<file path="config.mk">
export PLATFORM = sky130hd
export DESIGN_NAME = pnpcc_top
export DESIGN_NICKNAME = d
export VERILOG_FILES = /design/src/logic/pnpcc_pkg.sv /design/src/logic/pnpcc_top.sv
export SDC_FILE = /design/constraint.sdc
export NUM_CORES = 1
export LEC_CHECK = 0
export ABC_CLOCK_PERIOD_IN_PS = 9400
export BUFFER_PORTS_ARGS = -buffer_cell sky130_fd_sc_hd__buf_2
export CAP_MARGIN = 20
export CORE_MARGIN = 2
export CORE_UTILIZATION = 46
export DETAILED_ROUTE_END_ITERATION = 10
export GPL_TIMING_DRIVEN = 0
export MAX_ROUTING_LAYER = met4
export PLACE_DENSITY_LB_ADDON = 0.15
export SYNTH_ARGS = -nofsm -noshare
export SYNTH_HDL_FRONTEND = slang
export SYNTH_SLANG_ARGS = --single-unit
</file>
<file path="constraint.sdc">
create_clock -name ref_clk -period 9.4 [get_ports ref_clk]
set_input_delay 1.88 -clock ref_clk [delete_from_list [all_inputs] [get_ports ref_clk]]
set_output_delay 1.88 -clock ref_clk [all_outputs]
set_load 0.02 [all_outputs]
</file>
<file path="src/logic/pnpcc_pkg.sv">
// Shared constants for the plug and play card configuration control block
package pnpcc_pkg;
  // Card configuration states
  typedef enum logic [1:0] {
    ST_WAIT_KEY = 2'b00,
    ST_SLEEP    = 2'b01,
    ST_ISOLATE  = 2'b10,
    ST_CONFIG   = 2'b11
  } pnpcc_state_t;
  // Fetch engine states
  typedef enum logic [1:0] {
    FE_LOAD   = 2'b00,
    FE_WAIT   = 2'b01,
    FE_STREAM = 2'b10
  } pnpcc_fetch_t;
  // Fixed I/O ports of the configuration space
  localparam logic [15:0] ADDR_PORT      = 16'h0279;
  localparam logic [15:0] WDATA_PORT     = 16'h0a79;
  // Register indices written to the address port
  localparam logic [7:0]  IDX_SET_RDPORT = 8'h00;
  localparam logic [7:0]  IDX_SERIAL_ISO = 8'h01;
  localparam logic [7:0]  IDX_CFG_CTRL   = 8'h02;
  localparam logic [7:0]  IDX_WAKE       = 8'h03;
  localparam logic [7:0]  IDX_RES_DATA   = 8'h04;
  localparam logic [7:0]  IDX_STATUS     = 8'h05;
  localparam logic [7:0]  IDX_CSN        = 8'h06;
  localparam logic [7:0]  IDX_LDN        = 8'h07;
  localparam logic [7:0]  IDX_ACTIVATE   = 8'h30;
  localparam logic [7:0]  IDX_RANGE_CHK  = 8'h31;
  // Config control command bits
  localparam int          CC_RESET_BIT   = 0;
  localparam int          CC_WFK_BIT     = 1;
  localparam int          CC_RCSN_BIT    = 2;
  localparam logic [2:0]  CC_ALL         = 3'h7;
  // Field layouts and fixed values
  localparam int          ACT_BIT        = 0;
  localparam int          RC_PATTERN_BIT = 0;
  localparam int          RC_ENABLE_BIT  = 1;
  localparam int          STATUS_AVAIL   = 0;
  localparam logic [7:0]  RC_PAT_ONE     = 8'h55;
  localparam logic [7:0]  RC_PAT_ZERO    = 8'haa;
  localparam logic [7:0]  CSN_RESET      = 8'h00;
  localparam logic [7:0]  LDN_VALUE      = 8'h00;
  localparam logic [7:0]  ACT_DEFAULT_ON = 8'h01;
  localparam logic [1:0]  RDPORT_LOW     = 2'b11;
  localparam logic [5:0]  RDPORT_HIGH    = 6'b000000;
  localparam logic [7:0]  RDPORT_RESET   = 8'h00;
  // Storage layout
  localparam logic [7:0]  EE_ACT_BYTE    = 8'h0f;
  localparam logic [7:0]  EE_SERIAL_ID   = 8'h16;
  localparam logic [2:0]  ID_LAST_BIT    = 3'h7;
  // Host settle time after a reset
  localparam int          RESET_WAIT_US  = 1000;
  localparam int          CLK_MHZ        = 100;
  localparam int          RESET_WAIT_CYC = RESET_WAIT_US * CLK_MHZ;
endpackage : pnpcc_pkg

</file>
<file path="src/logic/pnpcc_top.sv">
// Card side configuration state, command decode and resource data stream
`timescale 1ns/1ps
// Overview of operation
// - Bus reset: wait-for-key state, select number zero
// - Load defaults; strap low or default activates
// - Command bits self clear after execution
// - Command 0x01 reloads defaults, keeps port/number/state
// - Command 0x02 enters wait-for-key, keeps number
// - Command 0x04 clears select number outside wait-for-key
// - Command 0x07 acts as bus reset, except that the read answer registers are not cleared
// - Read port address from write bits 9..2
// - Isolation reads answered only when isolating
// - Wake zero isolates sleeping unnumbered cards
// - Wake matching nonzero number enters configuration
// - Mismatched wake returns isolating/configuring card to sleep
// - Single byte source, rewound by nonzero wake
// - Resource reads return next byte in order
// - Status bit zero flags next byte ready
// - Logical device number always reads zero
// - Range check returns 0x55 or 0xaa
// - Activate bit zero read/write gates device
// - Storage words hold data bit reversed
// - Nonzero wake points source at byte 0x16
module pnpcc_top (
  input  wire logic        ref_clk,         // 100 MHz clock
  input  wire logic        resetn,          // Bus reset, synchronous, active low
  input  wire logic        init_key,        // Pulse: initiation key recognised
  input  wire logic [15:0] io_addr,         // I/O address of the current strobe
  input  wire logic        io_wr,           // Pulse: I/O write
  input  wire logic        io_rd,           // Pulse: I/O read
  input  wire logic [7:0]  io_wdata,        // I/O write data
  input  wire logic        io_range_hit,    // Address falls in assigned range
  input  wire logic        activate_strap_pin, // Strap pin, active low
  output logic      [7:0]  io_rdata,        // Read answer byte
  output logic             io_rd_hit,       // Pulse: card answers the read
  output logic      [15:0] read_port_addr,  // Programmed read port address
  output logic      [1:0]  card_state,      // Configuration state
  output logic      [7:0]  card_select,     // Card select number
  output logic             device_active,   // Logical device active
  output logic             ee_req,          // Word fetch request
  output logic      [6:0]  ee_addr,         // Word address
  input  wire logic        ee_ack,          // Pulse: word returned
  input  wire logic [15:0] ee_word          // Stored word, bit reversed
);

  // Card state and fetch engine state
  pnpcc_pkg::pnpcc_state_t state;
  pnpcc_pkg::pnpcc_fetch_t fetch;

  // Registers, stream pointer, buffer and identifier walk
  logic [7:0]  reg_index;
  logic [7:0]  rdport;
  logic [7:0]  csn;
  logic [1:0]  range_chk;
  logic        act;
  logic [2:0]  cc_cmd;
  logic [7:0]  ptr;
  logic [7:0]  fetched;
  logic        fetched_vld;
  logic        strap_s1;
  logic        strap_s2;
  logic [7:0]  buf0;
  logic [7:0]  buf1;
  logic [1:0]  buf_cnt;
  logic [2:0]  id_bit;
  logic        id_phase;

  // Strap pin synchroniser
  // The strap comes straight from the board, so only the second stage is
  // read; no reset is needed since the default load waits for a word
  // fetch, which takes longer than the two stages need to settle
  always_ff @(posedge ref_clk)
  begin
    strap_s1 <= activate_strap_pin;
    strap_s2 <= strap_s1;
  end

  // Port and access decode
  // All configuration ports are ignored in wait-for-key; the initiation
  // key logic outside the block is the only way out of that state.
  // Writes that a state refuses are dropped here, so the register
  // processes below only see accepted strobes
  wire         any_reset   = (cc_cmd == pnpcc_pkg::CC_ALL);
  wire         wr_addr     = io_wr && (io_addr == pnpcc_pkg::ADDR_PORT) && (state != pnpcc_pkg::ST_WAIT_KEY);
  wire         wr_data     = io_wr && (io_addr == pnpcc_pkg::WDATA_PORT) && (state != pnpcc_pkg::ST_WAIT_KEY);
  wire [15:0]  rdport_full = {pnpcc_pkg::RDPORT_HIGH, rdport, pnpcc_pkg::RDPORT_LOW};
  wire         rd_port     = io_rd && (io_addr == rdport_full) && (state != pnpcc_pkg::ST_WAIT_KEY);
  wire         in_cfg      = (state == pnpcc_pkg::ST_CONFIG);
  wire         in_iso      = (state == pnpcc_pkg::ST_ISOLATE);
  wire         wr_rdport   = wr_data && in_iso && (reg_index == pnpcc_pkg::IDX_SET_RDPORT);
  wire         wr_cc       = wr_data && (reg_index == pnpcc_pkg::IDX_CFG_CTRL);
  wire         wr_wake     = wr_data && (reg_index == pnpcc_pkg::IDX_WAKE);
  wire         wr_csn      = wr_data && (in_iso || in_cfg) && (reg_index == pnpcc_pkg::IDX_CSN);
  wire         wr_act      = wr_data && in_cfg && (reg_index == pnpcc_pkg::IDX_ACTIVATE);
  wire         wr_rc       = wr_data && in_cfg && (reg_index == pnpcc_pkg::IDX_RANGE_CHK);
  wire         wake_zero   = wr_wake && (io_wdata == pnpcc_pkg::CSN_RESET);
  wire         wake_match  = wr_wake && !wake_zero && (io_wdata == csn);
  wire         wake_rewind = wr_wake && !wake_zero;

  // Buffer head and handshakes
  // The serial identifier and the resource data share one byte stream.
  // In isolation the head byte is walked bit by bit, lsb first, two
  // reads per bit; in configuration each resource data read pops one whole byte
  wire         buf_valid   = (buf_cnt != 2'd0);
  wire         buf_ready   = (buf_cnt != 2'd2);
  wire         id_bit_val  = buf0[id_bit];
  wire         rd_iso      = rd_port && in_iso && (reg_index == pnpcc_pkg::IDX_SERIAL_ISO);
  wire         iso_answer  = rd_iso && buf_valid && id_bit_val;
  wire         id_pop      = rd_iso && buf_valid && id_phase && (id_bit == pnpcc_pkg::ID_LAST_BIT);
  wire         res_pop     = rd_port && in_cfg && (reg_index == pnpcc_pkg::IDX_RES_DATA) && buf_valid;
  wire         buf_pop     = res_pop || id_pop;
  wire         buf_push    = fetched_vld && buf_ready && (fetch == pnpcc_pkg::FE_STREAM);
  wire         buf_flush   = wake_rewind || any_reset || (fetch != pnpcc_pkg::FE_STREAM);

  // Undo the bit reversed word layout
  // Storage keeps low byte bit 0 in the word's top bit, so a full
  // sixteen bit reversal restores the high and low bytes in place
  logic [15:0] ee_plain;
  always_comb
  begin
    for (int i = 0; i < 16; i++)
      ee_plain[i] = ee_word[15 - i];
  end
  wire  [7:0]  ee_byte = ptr[0] ? ee_plain[15:8] : ee_plain[7:0];

  // Read answer selection
  // The range check answer takes priority: it is only enabled while the
  // device is inactive, when no configuration read can collide with it.
  // Serial isolation reads are kept out of the configuration answer so a
  // configured card never drives the isolation port
  wire         range_rd    = io_rd && io_range_hit && range_chk[pnpcc_pkg::RC_ENABLE_BIT] && !act;
  wire  [7:0]  range_val   = range_chk[pnpcc_pkg::RC_PATTERN_BIT] ? pnpcc_pkg::RC_PAT_ONE
                                                                   : pnpcc_pkg::RC_PAT_ZERO;
  wire  [7:0]  iso_val     = id_phase ? pnpcc_pkg::RC_PAT_ZERO : pnpcc_pkg::RC_PAT_ONE;
  wire         cfg_rd      = rd_port && in_cfg && (reg_index != pnpcc_pkg::IDX_SERIAL_ISO);
  logic [7:0]  next_rdata;
  always_comb
  begin
    next_rdata = 8'h00;
    if (range_rd)
      next_rdata = range_val;
    else if (rd_iso)
      next_rdata = iso_val;
    else if (reg_index == pnpcc_pkg::IDX_RES_DATA)
      next_rdata = buf_valid ? buf0 : 8'h00;
    else if (reg_index == pnpcc_pkg::IDX_STATUS)
      next_rdata = {7'h00, buf_valid};
    else if (reg_index == pnpcc_pkg::IDX_CSN)
      next_rdata = csn;
    else if (reg_index == pnpcc_pkg::IDX_LDN)
      next_rdata = pnpcc_pkg::LDN_VALUE;
    else if (reg_index == pnpcc_pkg::IDX_ACTIVATE)
      next_rdata = {7'h00, act};
    else if (reg_index == pnpcc_pkg::IDX_RANGE_CHK)
      next_rdata = {6'h00, range_chk};
  end
  wire         rd_hit      = range_rd || iso_answer || cfg_rd;

  // Read answer registers
  // The answer byte is forced to zero outside a hit so that a wired-or
  // data path outside the block sees nothing from an idle card
  always_ff @(posedge ref_clk)
  begin
    if (!resetn)
    begin
      io_rdata  <= 8'h00;
      io_rd_hit <= 1'b0;
    end
    else
    begin
      io_rdata  <= rd_hit ? next_rdata : 8'h00;
      io_rd_hit <= rd_hit;
    end
  end

  // Address port index and read port
  // Both registers are cleared by the bus reset and by the full reset
  // command, which leaves the read port at its fixed low bits only
  always_ff @(posedge ref_clk)
  begin
    if (!resetn || any_reset)
    begin
      reg_index <= 8'h00;
      rdport    <= pnpcc_pkg::RDPORT_RESET;
    end
    else
    begin
      if (wr_addr)
        reg_index <= io_wdata;
      if (wr_rdport)
        rdport <= io_wdata;
    end
  end

  // Config control commands, held one cycle then cleared
  // Each bit stands for exactly one cycle, so a command can never be
  // applied a second time by a later unrelated strobe
  always_ff @(posedge ref_clk)
  begin
    if (!resetn)
      cc_cmd <= 3'h0;
    else if (wr_cc)
      cc_cmd <= io_wdata[2:0];
    else
      cc_cmd <= 3'h0;
  end

  // Configuration state and select number
  // Wait-for-key wins over every other transition in the same cycle.
  // A select number write in isolation ends the isolation of this card.
  // The reset select number command is ignored in wait-for-key
  always_ff @(posedge ref_clk)
  begin
    if (!resetn || any_reset)
    begin
      state <= pnpcc_pkg::ST_WAIT_KEY;
      csn   <= pnpcc_pkg::CSN_RESET;
    end
    else
    begin
      if (cc_cmd[pnpcc_pkg::CC_WFK_BIT])
        state <= pnpcc_pkg::ST_WAIT_KEY;
      else if (init_key && state == pnpcc_pkg::ST_WAIT_KEY)
        state <= pnpcc_pkg::ST_SLEEP;
      else if (wake_zero && state == pnpcc_pkg::ST_SLEEP && csn == pnpcc_pkg::CSN_RESET)
        state <= pnpcc_pkg::ST_ISOLATE;
      else if (wake_match && state == pnpcc_pkg::ST_SLEEP)
        state <= pnpcc_pkg::ST_CONFIG;
      else if (wr_wake && (in_iso || in_cfg) && io_wdata != csn)
        state <= pnpcc_pkg::ST_SLEEP;
      else if (wr_csn && in_iso)
        state <= pnpcc_pkg::ST_CONFIG;
      if (cc_cmd[pnpcc_pkg::CC_RCSN_BIT] && state != pnpcc_pkg::ST_WAIT_KEY)
        csn <= pnpcc_pkg::CSN_RESET;
      else if (wr_csn)
        csn <= io_wdata;
    end
  end

  // Fetch engine: defaults first, then the byte stream
  // After any reset the activate default word is fetched first; the
  // pointer then jumps to the serial identifier and streams from there.
  // A nonzero wake rewinds the pointer and drops a byte still in flight,
  // so the first byte after a wake is always the identifier's first byte.
  // Reload is the reset command outside wait-for-key; the full reset
  // already covers everything that reload touches
  wire         reload      = cc_cmd[pnpcc_pkg::CC_RESET_BIT] && !any_reset && state != pnpcc_pkg::ST_WAIT_KEY;
  always_ff @(posedge ref_clk)
  begin
    if (!resetn || any_reset || reload)
    begin
      fetch       <= pnpcc_pkg::FE_LOAD;
      ptr         <= pnpcc_pkg::EE_ACT_BYTE;
      fetched     <= 8'h00;
      fetched_vld <= 1'b0;
    end
    else
    begin
      case (fetch)
        pnpcc_pkg::FE_LOAD:
        begin
          if (ee_ack)
          begin
            fetch <= pnpcc_pkg::FE_WAIT;
            ptr   <= pnpcc_pkg::EE_SERIAL_ID;
          end
        end
        pnpcc_pkg::FE_WAIT:
          fetch <= pnpcc_pkg::FE_STREAM;
        default:
        begin
          if (wake_rewind)
          begin
            ptr         <= pnpcc_pkg::EE_SERIAL_ID;
            fetched_vld <= 1'b0;
          end
          else if (!fetched_vld && ee_ack)
          begin
            fetched     <= ee_byte;
            fetched_vld <= 1'b1;
          end
          else if (buf_push)
          begin
            fetched_vld <= 1'b0;
            ptr         <= ptr + 8'h01;
          end
        end
      endcase
    end
  end

  // Activate and range check registers
  // The default load only touches the activate bit; a low strap forces
  // the device active whatever the stored default says
  always_ff @(posedge ref_clk)
  begin
    if (!resetn || any_reset || reload)
    begin
      act       <= 1'b0;
      range_chk <= 2'b00;
    end
    else if (fetch == pnpcc_pkg::FE_LOAD && ee_ack)
      act <= !strap_s2 || ({7'h00, ee_byte[pnpcc_pkg::ACT_BIT]} == pnpcc_pkg::ACT_DEFAULT_ON);
    else
    begin
      if (wr_act)
        act <= io_wdata[pnpcc_pkg::ACT_BIT];
      if (wr_rc)
        range_chk <= io_wdata[1:0];
    end
  end

  // Two entry byte buffer between the fetch engine and the readers
  // The buffer decouples the storage fetch latency from host reads: a
  // byte is only taken when a slot is free, so a slow host loses nothing.
  // Any rewind, reset or reload empties it
  always_ff @(posedge ref_clk)
  begin
    if (!resetn || buf_flush)
    begin
      buf0    <= 8'h00;
      buf1    <= 8'h00;
      buf_cnt <= 2'd0;
    end
    else
    begin
      if (buf_pop && buf_push)
      begin
        buf0 <= (buf_cnt == 2'd1) ? fetched : buf1;
        buf1 <= fetched;
      end
      else if (buf_pop)
      begin
        buf0    <= buf1;
        buf_cnt <= buf_cnt - 2'd1;
      end
      else if (buf_push)
      begin
        if (buf_cnt == 2'd0)
          buf0 <= fetched;
        else
          buf1 <= fetched;
        buf_cnt <= buf_cnt + 2'd1;
      end
    end
  end

  // Serial identifier bit walk, two reads per bit
  // The walk restarts whenever the card leaves isolation; the head byte
  // is popped after the second read of its last bit
  always_ff @(posedge ref_clk)
  begin
    if (!resetn || !in_iso)
    begin
      id_bit   <= 3'h0;
      id_phase <= 1'b0;
    end
    else if (rd_iso && buf_valid)
    begin
      id_phase <= !id_phase;
      if (id_phase)
        id_bit <= id_bit + 3'h1;
    end
  end

  // Outputs
  // Storage is word addressed while the pointer counts bytes
  assign read_port_addr = rdport_full;
  assign card_state     = state;
  assign card_select    = csn;
  assign device_active  = act;
  assign ee_req         = (fetch == pnpcc_pkg::FE_LOAD) || (fetch == pnpcc_pkg::FE_STREAM && !fetched_vld);
  assign ee_addr        = ptr[7:1];

endmodule : pnpcc_top

</file>
==> reports/qor.csv <==
stage,metric,value,unit
pwr,Max VDD drop,0.0000771,V
sta,Slew Limit Fails,0,
grt,initial antenna violation count,0,
sta,f_max,186,MHz
logic_synthesis,number of synthesized flops with an enable pin,0,
drt,first-pass detailed-route iteration total,4,
place,GPL Wtd Cong,0.878,
grt,global-route wire length before repair,17900,um
finish,share of cells above drive strength 1,0.223,
logic_synthesis,yosys warns,0,
logic_synthesis,post-synth cell types,63,
logic_synthesis,cell taking the most area after synthesis,dfxtp_1,
drt,Post-route DRC,0,
run,max cap viols,0,
sta,worst hold slack,335,ps
logic_synthesis,Synth Area in Adders,0.0253,
sta,# setup viols final,0,
critical_path,CP startpoint,io_addr[13],
worst_hold_path,Worst Min Path Start,strap_s1,
finish,number of fill cells,878,
grt,largest net degree at the start of global routing,16,
cts,# resized after CTS,0,
cts,TritonCTS Buffers,9,
drt,via count,4013,
sta,setup TNS,0,ps
drt,vias per inst,5.40,
critical_path,startpoint types,primary input,
run_status,outcome,finished clean,
pwr,total power,0.705,mW
logic_synthesis,multiplexer area fraction after synthesis,0.102,
critical_path,Crit path required time,9640,ps
place,buffers added on ports,82,
floorplanning,num ports,92,
logic_synthesis,synthesized flop and latch total,84,
sta,Layout Skew,8.64,ps
logic_synthesis,Syn Inst Count,510,
cts,clock slew at reported path FFs,90,ps
grt,total grt overflow,0,
cts,Max Root-Sink Buffers,2,
cts,CTS tree,built,
finish,Antenna Diode Count,0,
finish,multi-input logic area,2510,sq um
pwr,power density cells,134,nW/um^2
drt,1st-iter DRT viols,176,
floorplanning,die width,102,um
grt,vias in the first global route,3769,
logic_synthesis,top-area cell type share of the netlist area,0.377,
logic_synthesis,syn avg cell area,8.74,sq um
sta,Rel. slew slack,0.421,
logic_synthesis,Synth Area in Compound Gates,0.143,
logic_synthesis,dominant cells by area after synthesis,"dfxtp_1, mux2i_1, nor2_1, a21oi_1, buf_4",
finish,nets,666,
logic_synthesis,Post-synth top cells,"dfxtp_1, nor2_1, mux2i_1, nand2_1, a21oi_1",
sta,min Tclk post-route,5380,ps
critical_path,Worst setup EP type,flip-flop,
logic_synthesis,Synth Area in XOR/XNOR,0.0393,
floorplanning,Initial Util,0.478,
sta,final setup margin,4020,ps
floorplanning,core footprint,9330,sq um
grt,Total Routing Usage GR,0.221,
place,post-DP HPWL,8390,um
logic_synthesis,main combinational cell family by area after synthesis,simple AND/OR/NAND/NOR gates,
critical_path,R2R Path Start,reg_index[0],
critical_path,critical path class,primary input to flip-flop,
cts,root buffer cell,clkbuf_8,
drt,Routed WL,10900,um
pwr,Pleak,2.12,nW
floorplanning,Die H,102,um
worst_hold_path,Hold WC Path Type,flip-flop to flip-flop,
logic_synthesis,most frequently used cell type in the post-synthesis netlist,dfxtp_1,
logic_synthesis,post-synthesis simple-gate area fraction,0.247,
drt,Routed Antenna Nets,0,
sta,RSZ-0062 raised after global routing,false,
cts,H-tree levels,3,
cts,Post-CTS Setup Bufs,0,
floorplanning,row cnt,35,
critical_path,crit path max fanout,10,
logic_synthesis,Main synth FF type,dfxtp_1,
finish,P&R area growth vs syn,17.8,%
cts,Sink Count,84,
logic_synthesis,"Seq/Total Area, Yosys",0.377,
sta,Worst-Margin Slew,866,ps
finish,Seq. cell area,1680,sq um
place,Placement Setup Slack,3620,ps
critical_path,Critical Path AT,5620,ps
floorplanning,Die Area,10500,sq um
drt,Routed WL per cell,14.7,um
sta,period utilization,0.572,
cts,worst skew pair latency,360,ps
logic_synthesis,synthesized area,4460,sq um
cts,"Hold-fix buffers, CTS",0,
logic_synthesis,ys async rst share,0,
sta,Fin. Hold Viols,0,
==> path summary, 6_finish.rpt <==
kind | endpoint | slack, ps | depth (start not counted)
worst max-delay path | buf1[5] | 4020 | 12
worst max register to register | buf1[5] | 5470 | 11
worst min register to register | strap_s2 | 330 | 0
worst min-delay path | strap_s2 | 330 | 0
==> cell type report <==
cell class,count,area share
flip-flops and latches,84,0.320
inverters,17,0.0122
well taps,129,0.0307
plain buffers,39,0.0431
multi-input cells,376,0.478
repair buffers,82,0.0782
clock buffers,9,0.0236
clock inverters,7,0.0143
==> critical path, cell delays in order <==
cell      delay (ps)
buf_2             90
nor4_1           590
and2_1           210
clkbuf_1         350
nand4_1          240
nor3_1           530
ha_1             300
clkbuf_1         310
nor2_1            90
nor2_1           670
mux2i_1          290
nor2_1            50
==> kinds of logic (layout without fill, tap and decap cells) <==
kind of cell	after synthesis	count (layout)
buf+inv	56	154
simple gates	204	204
flops	84	84
compound gates	92	92
xor+xnor	20	20
fa+ha+maj	9	9
mux	43	43
other cells	2	8
==> cell usage in the layout, fill, tap and decap left out, drive strengths merged, types with 7 or more instances in the layout <==
cell	netlist	routed
nor3b	7	7
a211oi	9	9
o21ai	17	17
a21oi	29	29
nor2	70	70
nand2	33	33
ha	9	9
nor4	11	11
a221o	7	7
dfxtp	84	84
nand3	18	18
conb	2	8
clkbuf	13	22
xor2	14	14
buf	26	108
and2	7	7
inv	17	19
nor3	16	16
mux2i	41	41
==> report_power, final <==
group	switching, mW	internal, mW
Sequential	0.00832	0.362
Combinational	0.0409	0.0315
Clock	0.139	0.124
==> per-layer routing <==
metal / vias up / share of wire / track usage
met5: - / 0 / -
li1: 1998 / - / -
met2: 125 / 0.46 / 0.350
met1: 1872 / 0.48 / 0.290
met3: 18 / 0.048 / 0.0321
met4: 0 / 0.018 / 0.0749
==> metrics by stage <==
step           instance area (sq um)  utilization  cells
3_3_place_gp                    5050        0.542    727
4_1_cts                         5250        0.563    743
3_5_place_dp                    5050        0.542    727
2_1_floorplan                   4480            -    516
5_1_grt                         5250        0.563    743
6_report                        5250        0.563    743
==> sequential cells by signal (all words and copies together), names as in the netlist, 2 cells and up <==
name and flops:
buf0 8, buf1 8, buf_cnt 2, card_select 8, card_state 2, cc_cmd 3, fetch 2, fetched 8
id_bit 3, io_rdata 8, ptr 8, range_chk 2, rdport 8, reg_index 8
Power figures use the tool's default switching activity.
